===== src/verilog/rps_map.vh =====
// register map, field positions and function codes of the pin select block
// assumes a 16-bit register port with small word addresses
`ifndef RPS_MAP_VH
`define RPS_MAP_VH
`define RPS_ADDR_W 4
`define RPS_ADDR_IN22 4'h0
`define RPS_ADDR_OUT0 4'h1
`define RPS_ADDR_OUT1 4'h2
`define RPS_OUT_MASK 16'h3f3f
`define RPS_IN_RESET 16'h0000
`define RPS_OUT_RESET 16'h0000
`define RPS_HI_LSB 8
`define RPS_LO_LSB 0
`define RPS_FN_PORT 6'h00
`define RPS_FN_UART_ONE_TRANSMIT 6'h01
`define RPS_FN_UART_ONE_REQUEST_TO_SEND 6'h02
`define RPS_FN_UART_TWO_TRANSMIT 6'h03
`define RPS_FN_UART_TWO_REQUEST_TO_SEND 6'h04
`define RPS_FN_SPI_ONE_DATA_OUT 6'h05
`define RPS_FN_SPI_ONE_CLOCK_OUT 6'h06
`define RPS_FN_SS1 6'h07
`define RPS_FN_SPI_TWO_DATA_OUT 6'h08
`define RPS_FN_SPI_TWO_CLOCK_OUT 6'h09
`define RPS_FN_SS2 6'h0a
`define RPS_FN_OC1 6'h10
`define RPS_FN_OC2 6'h11
`define RPS_FN_OC3 6'h12
`define RPS_FN_OC4 6'h13
`define RPS_FN_CMP1 6'h18
`define RPS_FN_CMP2 6'h19
`define RPS_FN_CMP3 6'h1a
`define RPS_FN_SYNC1 6'h2d
`define RPS_FN_SYNC2 6'h2e
`define RPS_FN_REFCLK 6'h31
`define RPS_FN_CMP4 6'h32
`define RPS_FN_PWM_GEN4_HIGH_OUT 6'h33
`define RPS_FN_PWM_GEN4_LOW_OUT 6'h34
`define RPS_FN_PWM_GEN5_HIGH_OUT 6'h35
`define RPS_FN_PWM_GEN5_LOW_OUT 6'h36
`define RPS_PIN_MAX 8'hb5
`endif


===== src/verilog/rps_pin_select.v =====
// peripheral pin select: output function muxes for pins 32..35 and
// pin selectors for the second spi clock and data inputs.
// assumes peripheral outputs are on ref_clk; pin inputs are asynchronous.
`timescale 1ns/1ps
`include "rps_map.vh"
// Contract
// - pin 32 code in out0 bits 5..0
// - out0/out1 bits 15,14,7,6 ignore writes, read zero
// - code zero keeps ordinary port drive
// - codes 1..4 route uart tx and rts
// - codes 5..7 route spi one outputs
// - codes 8..10 route spi two outputs
// - codes 16..19 route compare outputs one-four
// - codes 24..26, 50 route comparators
// - codes 45, 46 route time base sync
// - code 49 routes reference clock
// - codes 51..54 route pwm 4/5 high, low
// - in22 holds spi2 clock and data selectors
// - selector n picks pin n, zero grounds
module rps_pin_select #(
  parameter PIN_COUNT = 181
) (
  input wire ref_clk,
  input wire rst_n,
  input wire [`RPS_ADDR_W-1:0] reg_addr,
  input wire [15:0] reg_wdata,
  input wire reg_write,
  input wire reg_read,
  output reg [15:0] reg_rdata,
  input wire uart_one_transmit,
  input wire uart_one_request_to_send,
  input wire uart_two_transmit,
  input wire uart_two_request_to_send,
  input wire spi_one_data_out,
  input wire spi_one_clock_out,
  input wire spi_one_slave_select,
  input wire spi_two_data_out,
  input wire spi_two_clock_out,
  input wire spi_two_slave_select,
  input wire compare_out_one,
  input wire compare_out_two,
  input wire compare_out_three,
  input wire compare_out_four,
  input wire comparator_out_one,
  input wire comparator_out_two,
  input wire comparator_out_three,
  input wire comparator_out_four,
  input wire primary_timebase_sync_out,
  input wire secondary_timebase_sync_out,
  input wire reference_clock_out,
  input wire pwm_gen4_high_out,
  input wire pwm_gen4_low_out,
  input wire pwm_gen5_high_out,
  input wire pwm_gen5_low_out,
  input wire [3:0] port_out,
  output reg [3:0] remappable_pin_out,
  output reg [3:0] remappable_pin_remapped,
  input wire [PIN_COUNT:1] remappable_pin_in,
  output reg spi2_clock_in,
  output reg spi2_data_in
);

  reg [15:0] spi2_input_pin_select;
  reg [15:0] output_select_pins_32_33;
  reg [15:0] output_select_pins_34_35;
  reg [PIN_COUNT:1] pin_meta;
  reg [PIN_COUNT:1] pin_sync;
  reg [7:0] spi2_clock_input_selector;
  reg [7:0] spi2_data_input_selector;
  reg [5:0] pin_function_code [0:3];
  wire [3:0] next_pin_out;
  wire [3:0] next_remapped;
  wire next_sck;
  wire next_sdi;
  genvar g;

  // register port, one word per address
  always @(posedge ref_clk) begin
    if (!rst_n) begin
      spi2_input_pin_select <= `RPS_IN_RESET;
      output_select_pins_32_33 <= `RPS_OUT_RESET;
      output_select_pins_34_35 <= `RPS_OUT_RESET;
      reg_rdata <= 16'h0000;
    end else begin
      if (reg_write) begin
        case (reg_addr)
          `RPS_ADDR_IN22: spi2_input_pin_select <= reg_wdata;
          `RPS_ADDR_OUT0:
            output_select_pins_32_33 <= reg_wdata & `RPS_OUT_MASK;
          `RPS_ADDR_OUT1:
            output_select_pins_34_35 <= reg_wdata & `RPS_OUT_MASK;
          default: ;
        endcase
      end
      // unmapped addresses read as zero
      if (reg_read) begin
        case (reg_addr)
          `RPS_ADDR_IN22: reg_rdata <= spi2_input_pin_select;
          `RPS_ADDR_OUT0: reg_rdata <= output_select_pins_32_33;
          `RPS_ADDR_OUT1: reg_rdata <= output_select_pins_34_35;
          default: reg_rdata <= 16'h0000;
        endcase
      end else begin
        reg_rdata <= 16'h0000;
      end
    end
  end

  always @* begin
    pin_function_code[0] =
      output_select_pins_32_33[`RPS_LO_LSB +: 6];
    pin_function_code[1] =
      output_select_pins_32_33[`RPS_HI_LSB +: 6];
    pin_function_code[2] =
      output_select_pins_34_35[`RPS_LO_LSB +: 6];
    pin_function_code[3] =
      output_select_pins_34_35[`RPS_HI_LSB +: 6];
    spi2_clock_input_selector = spi2_input_pin_select[`RPS_HI_LSB +: 8];
    spi2_data_input_selector = spi2_input_pin_select[`RPS_LO_LSB +: 8];
  end

  // one decoder per pin; each pin decodes on its own, so a code change
  // on one pin cannot disturb the routing of another
  generate
    for (g = 0; g < 4; g = g + 1) begin : gen_pin_mux
      rps_out_mux u_rps_out_mux (
        .fn_code(pin_function_code[g]),
        .port_level(port_out[g]),
        .uart_one_transmit(uart_one_transmit),
        .uart_one_request_to_send(uart_one_request_to_send),
        .uart_two_transmit(uart_two_transmit),
        .uart_two_request_to_send(uart_two_request_to_send),
        .spi_one_data_out(spi_one_data_out),
        .spi_one_clock_out(spi_one_clock_out),
        .spi_one_slave_select(spi_one_slave_select),
        .spi_two_data_out(spi_two_data_out),
        .spi_two_clock_out(spi_two_clock_out),
        .spi_two_slave_select(spi_two_slave_select),
        .compare_out_one(compare_out_one),
        .compare_out_two(compare_out_two),
        .compare_out_three(compare_out_three),
        .compare_out_four(compare_out_four),
        .comparator_out_one(comparator_out_one),
        .comparator_out_two(comparator_out_two),
        .comparator_out_three(comparator_out_three),
        .comparator_out_four(comparator_out_four),
        .primary_timebase_sync_out(primary_timebase_sync_out),
        .secondary_timebase_sync_out(secondary_timebase_sync_out),
        .reference_clock_out(reference_clock_out),
        .pwm_gen4_high_out(pwm_gen4_high_out),
        .pwm_gen4_low_out(pwm_gen4_low_out),
        .pwm_gen5_high_out(pwm_gen5_high_out),
        .pwm_gen5_low_out(pwm_gen5_low_out),
        .pin_level(next_pin_out[g]),
        .pin_remapped(next_remapped[g])
      );
    end
  endgenerate

  // spi2 clock and data inputs share one selector design
  rps_in_select #(.PIN_COUNT(PIN_COUNT)) u_rps_in_select_clock (
    .pin_sync(pin_sync),
    .selector(spi2_clock_input_selector),
    .level(next_sck)
  );
  rps_in_select #(.PIN_COUNT(PIN_COUNT)) u_rps_in_select_data (
    .pin_sync(pin_sync),
    .selector(spi2_data_input_selector),
    .level(next_sdi)
  );

  // pins are asynchronous: two flops before the selector looks at them
  always @(posedge ref_clk) begin
    if (!rst_n) begin
      pin_meta <= {PIN_COUNT{1'b0}};
      pin_sync <= {PIN_COUNT{1'b0}};
    end else begin
      pin_meta <= remappable_pin_in;
      pin_sync <= pin_meta;
    end
  end

  // registered outputs decouple decode hazards from the pins
  always @(posedge ref_clk) begin
    if (!rst_n) begin
      remappable_pin_out <= 4'h0;
      remappable_pin_remapped <= 4'h0;
      spi2_clock_in <= 1'b0;
      spi2_data_in <= 1'b0;
    end else begin
      remappable_pin_out <= next_pin_out;
      remappable_pin_remapped <= next_remapped;
      spi2_clock_in <= next_sck;
      spi2_data_in <= next_sdi;
    end
  end

endmodule // rps_pin_select

// output function decode for one remappable pin; purely combinational,
// the caller registers the result
module rps_out_mux #(
  parameter CODE_W = 6
) (
  input wire [CODE_W-1:0] fn_code,
  input wire port_level,
  input wire uart_one_transmit,
  input wire uart_one_request_to_send,
  input wire uart_two_transmit,
  input wire uart_two_request_to_send,
  input wire spi_one_data_out,
  input wire spi_one_clock_out,
  input wire spi_one_slave_select,
  input wire spi_two_data_out,
  input wire spi_two_clock_out,
  input wire spi_two_slave_select,
  input wire compare_out_one,
  input wire compare_out_two,
  input wire compare_out_three,
  input wire compare_out_four,
  input wire comparator_out_one,
  input wire comparator_out_two,
  input wire comparator_out_three,
  input wire comparator_out_four,
  input wire primary_timebase_sync_out,
  input wire secondary_timebase_sync_out,
  input wire reference_clock_out,
  input wire pwm_gen4_high_out,
  input wire pwm_gen4_low_out,
  input wire pwm_gen5_high_out,
  input wire pwm_gen5_low_out,
  output reg pin_level,
  output reg pin_remapped
);

  always @* begin
    pin_level = port_level;
    pin_remapped = 1'b1;
    case (fn_code)
      `RPS_FN_UART_ONE_TRANSMIT: pin_level = uart_one_transmit;
      `RPS_FN_UART_ONE_REQUEST_TO_SEND: pin_level = uart_one_request_to_send;
      `RPS_FN_UART_TWO_TRANSMIT: pin_level = uart_two_transmit;
      `RPS_FN_UART_TWO_REQUEST_TO_SEND: pin_level = uart_two_request_to_send;
      `RPS_FN_SPI_ONE_DATA_OUT: pin_level = spi_one_data_out;
      `RPS_FN_SPI_ONE_CLOCK_OUT: pin_level = spi_one_clock_out;
      `RPS_FN_SS1: pin_level = spi_one_slave_select;
      `RPS_FN_SPI_TWO_DATA_OUT: pin_level = spi_two_data_out;
      `RPS_FN_SPI_TWO_CLOCK_OUT: pin_level = spi_two_clock_out;
      `RPS_FN_SS2: pin_level = spi_two_slave_select;
      `RPS_FN_OC1: pin_level = compare_out_one;
      `RPS_FN_OC2: pin_level = compare_out_two;
      `RPS_FN_OC3: pin_level = compare_out_three;
      `RPS_FN_OC4: pin_level = compare_out_four;
      `RPS_FN_CMP1: pin_level = comparator_out_one;
      `RPS_FN_CMP2: pin_level = comparator_out_two;
      `RPS_FN_CMP3: pin_level = comparator_out_three;
      `RPS_FN_CMP4: pin_level = comparator_out_four;
      `RPS_FN_SYNC1: pin_level = primary_timebase_sync_out;
      `RPS_FN_SYNC2: pin_level = secondary_timebase_sync_out;
      `RPS_FN_REFCLK: pin_level = reference_clock_out;
      `RPS_FN_PWM_GEN4_HIGH_OUT: pin_level = pwm_gen4_high_out;
      `RPS_FN_PWM_GEN4_LOW_OUT: pin_level = pwm_gen4_low_out;
      `RPS_FN_PWM_GEN5_HIGH_OUT: pin_level = pwm_gen5_high_out;
      `RPS_FN_PWM_GEN5_LOW_OUT: pin_level = pwm_gen5_low_out;
      default: begin
        // code zero and every unassigned code fall back to the port
        pin_remapped = 1'b0;
        pin_level = port_level;
      end
    endcase
  end

endmodule // rps_out_mux

// pin number selector for one peripheral input; reads synchronised pins
module rps_in_select #(
  parameter PIN_COUNT = 181,
  parameter SEL_W = 8
) (
  input wire [PIN_COUNT:1] pin_sync,
  input wire [SEL_W-1:0] selector,
  output reg level
);

  integer i;

  // zero and numbers past the last pin leave the input at ground
  always @* begin
    level = 1'b0;
    for (i = 1; i <= PIN_COUNT; i = i + 1) begin
      if (selector == i[SEL_W-1:0]) begin
        level = pin_sync[i];
      end
    end
  end

endmodule // rps_in_select


===== config.mk =====
export PLATFORM = sky130hd
export DESIGN_NAME = rps_pin_select
export DESIGN_NICKNAME = d
export VERILOG_FILES = /design/src/verilog/rps_pin_select.v
export VERILOG_INCLUDE_DIRS = /design/src /design/src/verilog
export SDC_FILE = /design/constraint.sdc
export NUM_CORES = 1
export LEC_CHECK = 0
export BUFFER_PORTS_ARGS = -buffer_cell sky130_fd_sc_hd__buf_4
export CORE_MARGIN = 3
export CORE_UTILIZATION = 35
export CTS_CLUSTER_DIAMETER = 40
export DETAILED_ROUTE_END_ITERATION = 10
export PLACE_DENSITY = 0.59
export SYNTH_ARGS = -nofsm -noshare
export SYNTH_HDL_FRONTEND = slang
export SYNTH_SLANG_ARGS = --single-unit

===== constraint.sdc =====
create_clock -name ref_clk -period 3.4 [get_ports ref_clk]
set_input_delay 0.34 -clock ref_clk [delete_from_list [all_inputs] [get_ports ref_clk]]
set_output_delay 0.34 -clock ref_clk [all_outputs]
set_load 0.03 [all_outputs]

==> reports/metrics.cfg <==
[run_status]
outcome = complete, no violations

[clocking]
cts_hold_buf = 191
clkTransAtPathRegs_ns = 0.06
cts_root_buffer = clkbuf_16
cts_resized = 0
clock_path_buffers = 3
cts_tree = done
post-cts-setup-buffers = 0
cts_buffers = 54
clk_latency_ns = 0.61
clkSinkCount = 428
h-tree-depth = 2

[sta]
fmax_mhz = 328.9
worst_slew_pin_slew_ns = 0.9599
whs_ns = 0.01995
fin_worst_skew_ns = 0.01857
setup_viol = 0
final.setup.tns_ns = 0
post-route-period-util_pct = 89.42
max_slew_margin_pct = 36.01
slew_viol_final = 0
rsz0062_at_grt = false
finalHoldViolCount = 0
fin_crit_ns = 3.040

[power]
p_switching_w = 0.002963
power.static_leakage_nw = 10.11
power.share.clock_pct = 48.3
p_per_area_nw_per_um2 = 475.5
p_seq_share_pct = 43.9
combPwrFrac_pct = 7.8
ir_drop_mv = 0.3955
p_total_w = 0.01237
internal_power_w = 0.009410
switching_share_pct = 23.95

[placement]
gp_congestion = 1.009
place_area_sq_um = 22170
hpwl_mm = 63.54
io_buffer_count = 259

[global_routing]
grt_pass1_vias = 18857
grt_overflow_total = 0
grt_max_degree = 150
grt_pass1_wl_mm = 122.5
antenna_found_initial = 0
grtUsageTotal_pct = 28.79

[final_layout]
fin_util_pct = 48.83
n_fill_cell = 4968
finish.instance_area_sq_um = 26020
drive_gt1_share_pct = 20.17
area_growth_syn_to_layout_pct = 36.32
layout.nets = 2858

[critical_path]
critical-path-max-stage-delay_ns = 0.69
critPathLaunchType = flop
crit_slowest_cell = dfxtp_2
worstPathBufferInverterCount = 0
crit_arrival_ns = 3.58
crit_path_end_kind = flop
r2r-start = spi2_input_pin_select[0]$_SDFFE_PN0P_
r2r_slack_ns = 0.36
worstRegToRegCells = 9
path_cells = nor2b_1 -> a221o_1 -> and3_1 -> a21oi_1 -> a211oi_1 -> nor4bb_1 -> a21boi_1 -> o311ai_1 -> a32oi_1
r2r_end = spi2_data_in$_SDFF_PN0_
crit_family = compound AO/OA/AOI/OAI gates
critPathKind = flop to flop
cp_max_fo = 24
worstPathRequired_ns = 3.94
cp_num_cells = 9

[routing]
firstDrtPassIters = 7
top_layer = met4
wl_per_cell_microns = 25.20
routed_via_density = 5.560
wl_met1_mm = 35.61
drtIter0Drc = 2059
drc = 0
met2_length_mm = 38.00
routed_wl_mm = 84.56
wl_met3_mm = 7.467
ant_nets = 0
vias = 18661

[floorplan]
initial_core_util_pct = 35.82
die_x_microns = 239.5
core.rowCount = 84
core-area_sq_um = 53290
dieArea_sq_um = 57380
io_pins = 260
die_y_microns = 239.5

[worst_hold_path]
hold_start = reg_wdata[4]
min_path_type = input port to flop
min_to = output_select_pins_34_35[4]$_SDFFE_PN0P_
holdPathStages = 3

[synth]
ys_ff_latch = 428
netlist_instances = 2180
synth.distinct_cells = 90
synth_enable_flop_cells = 0
synth_area_leaders = dfxtp_1 (45%), and2_1 (12%), nand2_1 (3.7%)
synth_seq_area_share_pct = 44.89
yosys_warnings = 0
yosys.area.top_type_share_pct = 44.89
synth_ff_type = dfxtp_1
yosysTopAreaCell = dfxtp_1
synth_nets = 2414
syn_area_sq_um = 19090
avgSynthCellArea_sq_um = 8.756
async_flop_share_pct = 0

[flow_run]
cap_viol_max_count = 0

## state kept, by name, indices dropped and copies added (netlist names)
| signal | count |
|---|---|
| spi2_clock_in | 1 |
| reg_rdata | 16 |
| output_select_pins_34_35 | 12 |
| output_select_pins_32_33 | 12 |
| pin_sync | 181 |
| spi2_input_pin_select | 16 |
| remappable_pin_remapped | 4 |
| pin_meta | 181 |
| remappable_pin_out | 4 |
| spi2_data_in | 1 |
## layer usage
metal / up-vias / GRT usage, %
met4: 0 / 11.75
met2: 970 / 46.24
met1: 8895 / 37.54
met3: 188 / 6.390
met5: - / 0
li1: 8608 / -
## cells by family (layout without fill, tap and decap cells)
kind of cell | after synthesis | in the layout | synth area share, %
adders and majority gates | 1 | 1 | 0.05244
buffers and inverters | 206 | 693 | 4.746
DFF | 428 | 428 | 44.89
AOI/OAI and AO/OA | 548 | 548 | 18.97
other | 0 | 1 | 0
xor gates and xnor gates | 1 | 1 | 0.04589
muxes | 76 | 76 | 4.765
and+or+nand+nor | 920 | 920 | 26.53
## final cells by class
cell class	count	area, sq um	share of cell area, %
well taps	688	860.8	3.308
clock buffers	64	1429	5.491
multi-input cells	1546	9633	37.02
inverters	27	101.3	0.3895
clock inverters	35	508.0	1.952
diodes	1	2.502	0.009617
flip-flops and latches	428	8573	32.95
repair buffers	567	4913	18.88
## worst register-to-register path, delay by kind of cell, from the launching register on
family	cells	cell delay [ns]
compound gates	6	1.31
flops	1	0.69
simple gates	3	0.97
## metrics by stage
| stage | cells | worst slack [ns] |
|---|---|---|
| 2_1_floorplan | 2180 | 0.9861 |
| 3_3_place_gp | 3065 | 0.4033 |
| 3_5_place_dp | 3065 | 0.4690 |
| 4_1_cts | 3355 | 0.4270 |
| 5_1_grt | 3355 | 0.2134 |
| 6_report | 3356 | 0.3597 |
## placed cells by master (no fill, tap or decap), types with 25 or more instances in the layout
cell type      count
a21oi_1          136
a31oi_1           26
and2_1           370
buf_4            361
clkbuf_16         54
dfxtp_1          424
dlygate4sd3_1    191
inv_1             25
mux2_2            29
mux2i_1           38
nand2_1          187
nand2b_1          26
nand3_1           37
nor2_1           117
nor2b_1           31
nor3_1            42
o21ai_0          111
o22ai_1           45
## power by group through the flow
stage | logic [W] | registers, W | clock network (W)
2_1_floorplan | 0.000385 | 0.00540 | 0
3_3_place_gp | 0.000773 | 0.00553 | 0
3_5_place_dp | 0.000776 | 0.00552 | 0
4_1_cts | 0.000954 | 0.00542 | 0.00608
5_1_grt | 0.00105 | 0.00544 | 0.00630
6_report | 0.000970 | 0.00543 | 0.00598
## worst max-delay path by stage
stage | from | to | slack (ns)
after floorplan | spi2_input_pin_select[14]$_SDFFE_PN0P_ | spi2_clock_in$_SDFF_PN0_ | 0.99
after global placement | spi2_input_pin_select[2]$_SDFFE_PN0P_ | spi2_data_in$_SDFF_PN0_ | 0.40
after detailed placement | spi2_input_pin_select[9]$_SDFFE_PN0P_ | spi2_clock_in$_SDFF_PN0_ | 0.47
after CTS | spi2_input_pin_select[9]$_SDFFE_PN0P_ | spi2_clock_in$_SDFF_PN0_ | 0.43
after global routing | spi2_input_pin_select[0]$_SDFFE_PN0P_ | spi2_data_in$_SDFF_PN0_ | 0.21
final | spi2_input_pin_select[0]$_SDFFE_PN0P_ | spi2_data_in$_SDFF_PN0_ | 0.36
## cells in the mapped netlist (all sizes together), types with 8 or more instances
| master | n |
|---|---|
| o32ai | 16 |
| mux4 | 9 |
| mux2i | 38 |
| o31ai | 14 |
| o221ai | 10 |
| nor2b | 32 |
| a32oi | 9 |
| inv | 26 |
| nor3 | 42 |
| o2111ai | 9 |
| mux2 | 29 |
| nor3b | 10 |
| and3 | 12 |
| o21a | 9 |
| clkbuf | 108 |
| nand3 | 38 |
| buf | 71 |
| nand3b | 11 |
| nor4 | 10 |
| nand2b | 26 |
| o21ai | 114 |
| and2 | 372 |
| o211ai | 13 |
| o22ai | 45 |
| or3 | 8 |
| nor4b | 10 |
| a211oi | 24 |
| nor2 | 118 |
| nand2 | 187 |
| nand4 | 16 |
| dfxtp | 428 |
| a21oi | 136 |
| a222oi | 13 |
| a31oi | 26 |
| a22oi | 25 |
No activity file was read; power rests on OpenSTA's default activity.
